--- src/logic/gptp_params.svh ---
// Behaviour
// - 16-bit counter counts up, down or center
// - power-of-two prescale, divide 1 to 32768
// - two independent timers, optional sync link
// - four channels: off, capture, compare, PWM
// - clock from pclk, 32k, 1 kHz or pin
// - update interrupt on wrap or init
// - trigger, capture and compare interrupts
// - quadrature encoder inputs
// - trigger input as clock, gated by mask pin
// - timer inputs leave pins shared
// - enabled output channel overrides other peripheral
// - remap bit 0 port a, 1 port b
// - first timer uses fixed pins
// - second timer pins per remap bits
// - clock and mask used only externally clocked
// - 4-bit exponent, 16-bit prescale counter
// - update on wrap unless update disabled
// - count enable follows enable bit one cycle later, held low once a one-pulse run wraps
`ifndef GPTP_PARAMS_SVH
`define GPTP_PARAMS_SVH
`define GPTP_CNT_W 16
`define GPTP_EXP_W 4
`define GPTP_NCH 4
`define GPTP_CLK_PCLK 2'h0
`define GPTP_CLK_32K 2'h1
`define GPTP_CLK_1K 2'h2
`define GPTP_CLK_EXT 2'h3
`define GPTP_DIR_UP 2'h0
`define GPTP_DIR_DOWN 2'h1
`define GPTP_DIR_CENTER 2'h2
`define GPTP_CH_OFF 2'h0
`define GPTP_CH_CAPTURE 2'h1
`define GPTP_CH_COMPARE 2'h2
`define GPTP_CH_PWM 2'h3
`define GPTP_REMAP_RESET 4'h0
`endif

--- src/logic/gptp_pkg.sv ---
package gptp_pkg;
   // per-timer software control
   typedef struct packed {
      logic enable;
      logic update_disable;
      logic update_request;
      logic one_pulse;
      logic [1:0] dir_mode;
      logic [1:0] clk_sel;
      logic [3:0] prescale_exponent;
      logic [15:0] reload;
      logic sync_start;
      logic encoder_mode;
   } gptp_ctrl_s;
   // per-channel configuration
   typedef struct packed {
      logic [1:0] mode;
      logic enable;
      logic [15:0] compare;
   } gptp_chan_s;
   // per-timer event pulses
   typedef struct packed {
      logic update;
      logic trigger;
      logic [3:0] capture;
      logic [3:0] compare;
   } gptp_evt_s;
   typedef enum logic [1:0] {
      GPTP_IDLE = 2'b00,
      GPTP_RUN = 2'b01,
      GPTP_DONE = 2'b11
   } gptp_state_e;
endpackage : gptp_pkg

--- src/logic/gptp_timer_pair.sv ---
`timescale 1ns/1ps
`include "gptp_params.svh"
module gptp_timer_pair
   import gptp_pkg::*;
#(
   parameter int CNT_W = `GPTP_CNT_W
)
(
   input wire logic mclk_in,
   input wire logic srst_in,
   input wire logic tick_32k_in, // one-cycle enable from divider
   input wire logic tick_1k_in, // one-cycle enable from divider
   input wire logic [7:0] port_a_in, // raw pins
   input wire logic [7:0] port_b_in,
   input wire gptp_ctrl_s ctrl_in [2],
   input wire gptp_chan_s chan_in [2][4],
   input wire logic [3:0] channel_remap_bit_in, // second timer option
   output logic [7:0] port_a_out,
   output logic [7:0] port_a_oe_n_out, // low while timer drives
   output logic [7:0] port_b_out,
   output logic [7:0] port_b_oe_n_out,
   output logic [15:0] count_out [2],
   output logic [15:0] capture_out [2][4],
   output logic direction_down_out [2],
   output gptp_evt_s event_out [2]
);
   // elaboration check: the counter and prescaler logic is 16 bits only
   if (CNT_W != 16)
   begin : g_bad_width
      $error("only 16-bit counters supported");
   end

   // three-stage synchronisers on both ports
   logic [7:0] pa1, pa2, pa3, pb1, pb2, pb3;
   logic [7:0] pa_s, pb_s; // debounced-agreed level
   always_ff @(posedge mclk_in)
   begin
      pa1 <= port_a_in;
      pa2 <= pa1;
      pa3 <= pa2;
      pb1 <= port_b_in;
      pb2 <= pb1;
      pb3 <= pb2;
   end
   // a change counts only when stages two and three agree
   logic [7:0] next_pa_s, next_pb_s;
   always_comb
   begin
      for (int i = 0; i < 8; i++)
      begin
         next_pa_s[i] = (pa2[i] == pa3[i]) ? pa3[i] : pa_s[i];
         next_pb_s[i] = (pb2[i] == pb3[i]) ? pb3[i] : pb_s[i];
      end
   end
   always_ff @(posedge mclk_in)
   begin
      if (srst_in)
      begin
         pa_s <= 8'h00;
         pb_s <= 8'h00;
      end
      else
      begin
         pa_s <= next_pa_s;
         pb_s <= next_pb_s;
      end
   end

   // remap register, reset to port a
   logic [3:0] remap;
   always_ff @(posedge mclk_in)
   begin
      if (srst_in)
         remap <= `GPTP_REMAP_RESET;
      else
         remap <= channel_remap_bit_in;
   end

   // pin index maps; decoding used by input and output paths
   function automatic logic [3:0] chan_pin(input int t, input int c,
                                           input logic rm);
      // {port_b, bit[2:0]}
      logic [3:0] r;
      r = 4'h0;
      if (t == 0)
         case (c)
            0: r = 4'hE;
            1: r = 4'hF;
            2: r = 4'h6;
            default: r = 4'h7;
         endcase
      else if (rm)
         r = {1'b1, 3'(c + 1)};
      else
         case (c)
            0: r = 4'h0;
            1: r = 4'h3;
            2: r = 4'h1;
            default: r = 4'h2;
         endcase
      return r;
   endfunction : chan_pin

   logic [3:0] ch_out [2];
   logic [3:0] ch_oe [2];
   logic [3:0] ch_in [2];
   logic clk_pin [2];
   logic msk_pin [2];
   logic [1:0] trig; // update pulses shared only as sync link

   // route pins: inputs are read without claiming pins
   always_comb
   begin
      logic [3:0] p;
      p = 4'h0;
      clk_pin[0] = pb_s[0];
      msk_pin[0] = pb_s[5];
      clk_pin[1] = pb_s[5];
      msk_pin[1] = pb_s[0];
      for (int t = 0; t < 2; t++)
         for (int c = 0; c < 4; c++)
         begin
            p = chan_pin(t, c, remap[c]);
            ch_in[t][c] = p[3] ? pb_s[p[2:0]] : pa_s[p[2:0]];
         end
   end

   // drive pins where an output channel is enabled
   always_comb
   begin
      logic [3:0] p;
      p = 4'h0;
      port_a_out = 8'h00;
      port_b_out = 8'h00;
      port_a_oe_n_out = 8'hFF;
      port_b_oe_n_out = 8'hFF;
      for (int t = 0; t < 2; t++)
         for (int c = 0; c < 4; c++)
         begin
            p = chan_pin(t, c, remap[c]);
            if (ch_oe[t][c])
            begin
               if (p[3])
               begin
                  port_b_out[p[2:0]] = ch_out[t][c];
                  port_b_oe_n_out[p[2:0]] = 1'b0;
               end
               else
               begin
                  port_a_out[p[2:0]] = ch_out[t][c];
                  port_a_oe_n_out[p[2:0]] = 1'b0;
               end
            end
         end
   end

   genvar g;
   generate
      for (g = 0; g < 2; g++)
      begin : g_tim
         logic [15:0] cnt, next_cnt;
         logic [15:0] psc, next_psc;
         logic [3:0] exp_sh, next_exp_sh;
         logic [15:0] arr_sh, next_arr_sh;
         logic internal_count_enable, next_internal_count_enable; // internal_count_enable
         logic down, next_down;
         logic clk_d, msk_d, next_clk_d;
         logic [3:0] in_d;
         logic tick, wrap, upd;
         gptp_state_e st, next_st;
         logic [15:0] cap [4];
         logic [15:0] next_cap [4];
         gptp_evt_s ev;
         logic start;

         // external trigger: mask pin gates clock pin
         always_comb
         begin
            logic base;
            logic [15:0] lim;
            base = 1'b0;
            lim = 16'h0;
            ev = '0;
            start = ctrl_in[g].enable |
                    (ctrl_in[g].sync_start & trig[1 - g]);
            next_internal_count_enable = start & (st != GPTP_DONE);
            next_clk_d = clk_pin[g];
            case (ctrl_in[g].clk_sel)
               `GPTP_CLK_PCLK: base = 1'b1;
               `GPTP_CLK_32K: base = tick_32k_in;
               `GPTP_CLK_1K: base = tick_1k_in;
               default: base = clk_pin[g] & ~clk_d & msk_pin[g];
            endcase
            ev.trigger = (ctrl_in[g].clk_sel == `GPTP_CLK_EXT) &
                         internal_count_enable & base;
            // quadrature: count on channel 1 edges, direction from 2
            if (ctrl_in[g].encoder_mode)
               base = ch_in[g][0] ^ in_d[0];
            // power-of-two prescaler
            lim = 16'((32'h1 << exp_sh) - 1);
            next_psc = psc;
            tick = 1'b0;
            if (internal_count_enable & base)
            begin
               if (psc >= lim)
               begin
                  next_psc = 16'h0;
                  tick = 1'b1;
               end
               else
                  next_psc = psc + 16'h1;
            end
            next_cnt = cnt;
            next_down = down;
            wrap = 1'b0;
            if (tick)
               case (ctrl_in[g].encoder_mode ? `GPTP_DIR_UP
                     : ctrl_in[g].dir_mode)
                  `GPTP_DIR_DOWN:
                  begin
                     next_down = 1'b1;
                     wrap = (cnt == 16'h0);
                     next_cnt = wrap ? arr_sh : cnt - 16'h1;
                  end
                  `GPTP_DIR_CENTER:
                  begin
                     // turn at reload-1 and at 1
                     if (!down)
                     begin
                        wrap = (cnt >= arr_sh - 16'h1);
                        next_down = wrap;
                        next_cnt = wrap ? arr_sh : cnt + 16'h1;
                     end
                     else
                     begin
                        wrap = (cnt <= 16'h1);
                        next_down = ~wrap;
                        next_cnt = wrap ? 16'h0 : cnt - 16'h1;
                     end
                  end
                  default:
                  begin
                     next_down = 1'b0;
                     if (ctrl_in[g].encoder_mode &&
                         (ch_in[g][1] ^ ch_in[g][0]))
                     begin
                        next_down = 1'b1;
                        wrap = (cnt == 16'h0);
                        next_cnt = wrap ? arr_sh : cnt - 16'h1;
                     end
                     else
                     begin
                        wrap = (cnt >= arr_sh);
                        next_cnt = wrap ? 16'h0 : cnt + 16'h1;
                     end
                  end
               endcase
            upd = (wrap & ~ctrl_in[g].update_disable) |
                  ctrl_in[g].update_request;
            ev.update = upd;
            if (ctrl_in[g].update_request)
            begin
               next_cnt = (ctrl_in[g].dir_mode == `GPTP_DIR_DOWN)
                          ? arr_sh : 16'h0;
               // initialisation also sets the direction, else a stale
               // down flag lingers until the next tick
               next_down = (ctrl_in[g].dir_mode == `GPTP_DIR_DOWN);
               next_psc = 16'h0;
            end
            next_exp_sh = upd ? ctrl_in[g].prescale_exponent : exp_sh;
            next_arr_sh = upd ? ctrl_in[g].reload : arr_sh;
            next_st = st;
            case (st)
               GPTP_IDLE: next_st = start ? GPTP_RUN : GPTP_IDLE;
               GPTP_RUN:
                  if (!start)
                     next_st = GPTP_IDLE;
                  else if (wrap & ctrl_in[g].one_pulse)
                     next_st = GPTP_DONE;
               GPTP_DONE: next_st = start ? GPTP_DONE : GPTP_IDLE;
               default: next_st = GPTP_IDLE;
            endcase
            // channels: capture on rising edge, compare on match
            for (int c = 0; c < 4; c++)
            begin
               next_cap[c] = cap[c];
               ch_oe[g][c] = chan_in[g][c].enable &&
                  chan_in[g][c].mode >= `GPTP_CH_COMPARE;
               ch_out[g][c] = (chan_in[g][c].mode == `GPTP_CH_PWM)
                  ? (cnt < chan_in[g][c].compare)
                  : (cnt >= chan_in[g][c].compare);
               if (chan_in[g][c].enable &&
                   chan_in[g][c].mode == `GPTP_CH_CAPTURE &&
                   ch_in[g][c] && !in_d[c])
               begin
                  next_cap[c] = cnt;
                  ev.capture[c] = 1'b1;
               end
               ev.compare[c] = chan_in[g][c].enable && tick &&
                  chan_in[g][c].mode >= `GPTP_CH_COMPARE &&
                  next_cnt == chan_in[g][c].compare;
            end
         end
         assign trig[g] = ev.update;

         // register timer state
         always_ff @(posedge mclk_in)
         begin
            if (srst_in)
            begin
               cnt <= 16'h0;
               psc <= 16'h0;
               exp_sh <= 4'h0;
               arr_sh <= 16'hFFFF;
               internal_count_enable <= 1'b0;
               down <= 1'b0;
               clk_d <= 1'b0;
               msk_d <= 1'b0;
               in_d <= 4'h0;
               st <= GPTP_IDLE;
               cap <= '{default: 16'h0};
               event_out[g] <= '0;
            end
            else
            begin
               cnt <= next_cnt;
               psc <= next_psc;
               exp_sh <= next_exp_sh;
               arr_sh <= next_arr_sh;
               internal_count_enable <= next_internal_count_enable;
               down <= next_down;
               clk_d <= next_clk_d;
               msk_d <= msk_pin[g];
               in_d <= ch_in[g];
               st <= next_st;
               cap <= next_cap;
               event_out[g] <= ev;
            end
         end
         assign count_out[g] = cnt;
         assign direction_down_out[g] = down;
         assign capture_out[g] = cap;
      end
   endgenerate
endmodule : gptp_timer_pair

--- config.mk ---
export PLATFORM = sky130hd
export DESIGN_NAME = gptp_timer_pair
export DESIGN_NICKNAME = d
export VERILOG_FILES = /design/src/logic/gptp_pkg.sv /design/src/logic/gptp_timer_pair.sv
export VERILOG_INCLUDE_DIRS = /design/src /design/src/logic
export SDC_FILE = /design/constraint.sdc
export NUM_CORES = 1
export LEC_CHECK = 0
export BUFFER_PORTS_ARGS = -buffer_cell sky130_fd_sc_hd__buf_2
export CAP_MARGIN = 20
export CORE_UTILIZATION = 50
export DETAILED_ROUTE_END_ITERATION = 10
export PLACE_DENSITY_LB_ADDON = 0.25
export SETUP_SLACK_MARGIN = 0.4
export SLEW_MARGIN = 30
export SYNTH_ARGS = -nofsm -noshare
export SYNTH_HDL_FRONTEND = slang
export SYNTH_SLANG_ARGS = --single-unit
--- constraint.sdc ---
create_clock -name mclk_in -period 8.2 [get_ports mclk_in]
set_input_delay 1.23 -clock mclk_in [delete_from_list [all_inputs] [get_ports mclk_in]]
set_output_delay 1.23 -clock mclk_in [all_outputs]
set_load 0.03 [all_outputs]
==> flow_summary.toml <==
[clock_tree]
ctsResizeCount = 0
postCtsHoldBufs = 0
cts_setup_buffers = 0
clock_latency_ns = 0.59
htree_levels = 2
cts_buffer_depth = 3
tritoncts = "built"
cts.sinks = 330
root_buffer = "clkbuf_16"
cts_buffers = 38
clkTransAtPathRegs_ns = 0.06

[worst_setup_path]
timing.rr.start = "g_tim[0].arr_sh[4]$_SDFFE_PP1N_"
required_ns = 8.67
path_class = "flop to flop"
cp_max_fo = 16
path_buf_inv = 1
cp_top_family = "simple AND/OR/NAND/NOR gates"
slowest_stage = "dfxtp_1"
slowest_delay_ns = 0.67
worstPathArrival_ns = 7.03
crit_start = "g_tim[0].arr_sh[4]$_SDFFE_PP1N_"
startpoint_type = "flop"
endpoint_kind = "flop"
cp_cell_sequence = "clkinv_1, nand3_1, nor3_1, and3_1, nand2_1, nor3_1, xnor2_1, ha_1, nand4_1, nor3_1, a2111oi_2, nand3_1, and3_1, o311ai_4, and3_1, xnor2_1, or4_1, a2111o_1, nor4_1"

[timing]
finalCritPeriodShare_pct = 79.89
finClkSkew_ns = 0.02390
slew-limit-headroom_pct = 31.70
finalSetupTns_ns = 0
setup_viol = 0
worstMarginPinSlew_ns = 1.014
fmax_ghz = 0.1526
rsz0062_at_grt = "false"
period_needed_ns = 6.551
slew_violations = 0
hold_viol_final = 0

[yosys]
ys_async_sr_fraction_pct = 0
synth.area.top_cells = "dfxtp_1 (27%), ha_1 (12%), nor2_1 (5.5%)"
ys_seq_area_share_pct = 27.02
synth_top_cell_area_share_pct = 27.02
yosys_warnings = 0
yosys.area.top_type = "dfxtp_1"
syn_area_per_cell_um2 = 7.913
syn_area_um2 = 24450
synth-edff-count = 0
synth_ff_type = "dfxtp_1"
netlist-cell-type-count = 102
ys_ff_latch = 330
synth_cells = 3090

[grt]
grt_first_pass_wirelength_mm = 155.2
grt_start_max_net_pins = 86
grt_pass1_vias = 25370
grt_busiest_layer = "met2"
grt.total_usage_pct = 41.16
grt-ovfl-total = 0
use_met1_pct = 49.20
use_met2_pct = 65.73
met3_usage_pct = 10.80
antenna_found_initial = 5

[finish]
nets = 3920
syn2layout_area_growth_pct = 16.57
layout-drive-gt1-share_pct = 18.37
fillers = 4381

[placed_design]
hpwl_mm = 78.00
io_buffers = 439
gp_congestion = 1.039

[route]
firstDrtPassIters = 7
wire_per_inst_um = 25.93
drc_errors = 0
wl_mm = 106.1
vias = 26480
drtIter0Drc = 2719
antenna_left = 0
vias_per_cell = 6.470

[power_and_ir_drop]
leakagePower_uw = 0.01374
seqPwrFrac_pct = 37.6
p_per_area_nw_per_um2 = 161.0
power_switching_uw = 1517
pwr-share-clk_pct = 39.8
p_int_uw = 3073
ir_drop_mv = 0.1693
netSwitchingFraction_pct = 33.04
pwr-share-comb_pct = 22.6
power_uw = 4589

[die]
std_cell_rows = 80
die_h_um = 223.1
fp.dieW_um = 223.1
initial_core_util_pct = 50.99
ios = 450
die-area_um2 = 49790
coreArea_um2 = 47950

[worst_hold_path]
hold_class = "flop to flop"
hp-start = "pa1[2]$_DFF_P_"

[outcome]
status = "completed"

[job]
max_cap_viol_count = 0
synthesized netlist by cell type (9+ instances only):
cell type / instances
nor2_1: 359
dfxtp_1: 330
ha_1: 240
nand2_1: 230
a21oi_1: 210
inv_1: 196
clkbuf_1: 148
mux2i_1: 126
xnor2_1: 125
o21ai_0: 124
nand3_1: 76
nor2b_1: 75
nand4_1: 70
xor2_1: 47
nor3_1: 44
a211o_1: 39
a211oi_1: 39
a21o_1: 36
a31oi_1: 35
o21a_1: 34
nor4_1: 33
o211ai_1: 29
nand2b_1: 27
a22oi_1: 24
and3_1: 20
and4_1: 18
o22ai_1: 17
or3_1: 16
a221oi_1: 15
and2_1: 15
o221ai_1: 15
buf_2: 14
or2_2: 14
buf_1: 13
buf_4: 13
o31ai_1: 11
a311oi_1: 10
o2111ai_1: 10
or4_1: 9
final timing paths:
| check | endpoint | slack (ns) | cells past startpoint |
|---|---|---|---|
| worst max register to register | event_out[11]$_SDFF_PP0_ | 1.65 | 19 |
| worst min-delay path | pa2[2]$_DFF_P_ | 0.33 | 0 |
| worst max-delay path | event_out[11]$_SDFF_PP0_ | 1.65 | 19 |
| worst min register to register | pa2[2]$_DFF_P_ | 0.33 | 0 |
cells in the final DEF, fill, tap and decap left out, types with 16 or more instances in the layout:
cell type,synthesis,final
dfxtp_1,330,329
nor2_1,359,358
o21a_1,34,34
clkbuf_16,0,38
nor3_1,44,44
and3_1,20,20
xor2_1,47,47
nand4_1,70,70
o21ai_0,124,124
o22ai_1,17,16
nand2_1,230,228
a211o_1,39,39
a21o_1,36,36
or3_1,16,16
a211oi_1,39,39
xnor2_1,125,125
o211ai_1,29,29
buf_2,14,438
nand3_1,76,76
nor2b_1,75,75
ha_1,240,240
nand2b_1,27,24
a21oi_1,210,208
nor4_1,33,33
a31oi_1,35,35
buf_4,13,56
and4_1,18,18
a22oi_1,24,24
mux2i_1,126,126
inv_1,196,196
cell families after synthesis:
| family | synth area share [%] |
|---|---|
| muxes | 5.527 |
| DFF | 27.02 |
| buffers and inverters | 6.351 |
| other | 0.03072 |
| and+or+nand+nor | 21.27 |
| xor gates and xnor gates | 6.161 |
| AOI/OAI and AO/OA | 21.36 |
| adders and majority gates | 12.28 |
registers in the layout, indices dropped and copies added, names as in the netlist, 20 cells and up:
signal,flops
g_tim.cnt,32
g_tim.arr_sh,32
event_out,20
capture_out,128
g_tim.psc,32
metrics by stage:
stage / utilization, % / hold WS, ns / worst slack (ns) / std cells / area [um^2]
6_report: 59.44 / 0.3280 / 1.649 / 4093 / 28500
5_1_grt: 59.43 / 0.3334 / 1.428 / 4091 / 28500
4_1_cts: 59.35 / 0.3278 / 1.688 / 4087 / 28460
3_5_place_dp: 56.57 / 0.3121 / 1.746 / 4018 / 27120
3_3_place_gp: 56.55 / 0.3104 / 1.891 / 4018 / 27110
2_1_floorplan: - / 0.3096 / 3.292 / 3098 / 24480
final cells by class:
cell class | count | area, um^2 | area share, %
inverters | 202 | 758.2 | 2.660
diodes | 5 | 12.51 | 0.04390
well taps | 615 | 769.5 | 2.700
multi-input cells | 2376 | 16380 | 57.48
repair buffers | 496 | 2640 | 9.263
clock buffers | 49 | 1062 | 3.727
clock inverters | 20 | 269.0 | 0.9439
flip-flops and latches | 330 | 6608 | 23.18
layer usage:
layer / vias to the layer above / part of all wire, %
met5: - / 0.024
met4: 4 / 6.8
met3: 468 / 11
met2: 1678 / 44
met1: 12510 / 38
li1: 11820 / -
power groups by stage:
stage               combinational, uW  clock [uW]  sequential (uW)
floorplan                         646           0             1730
global placement                  978           0             1750
detailed placement                995           0             1750
CTS                              1000        1840             1720
global route                     1100        1910             1730
finish                           1040        1830             1720
Power figures use the tool's default switching activity.
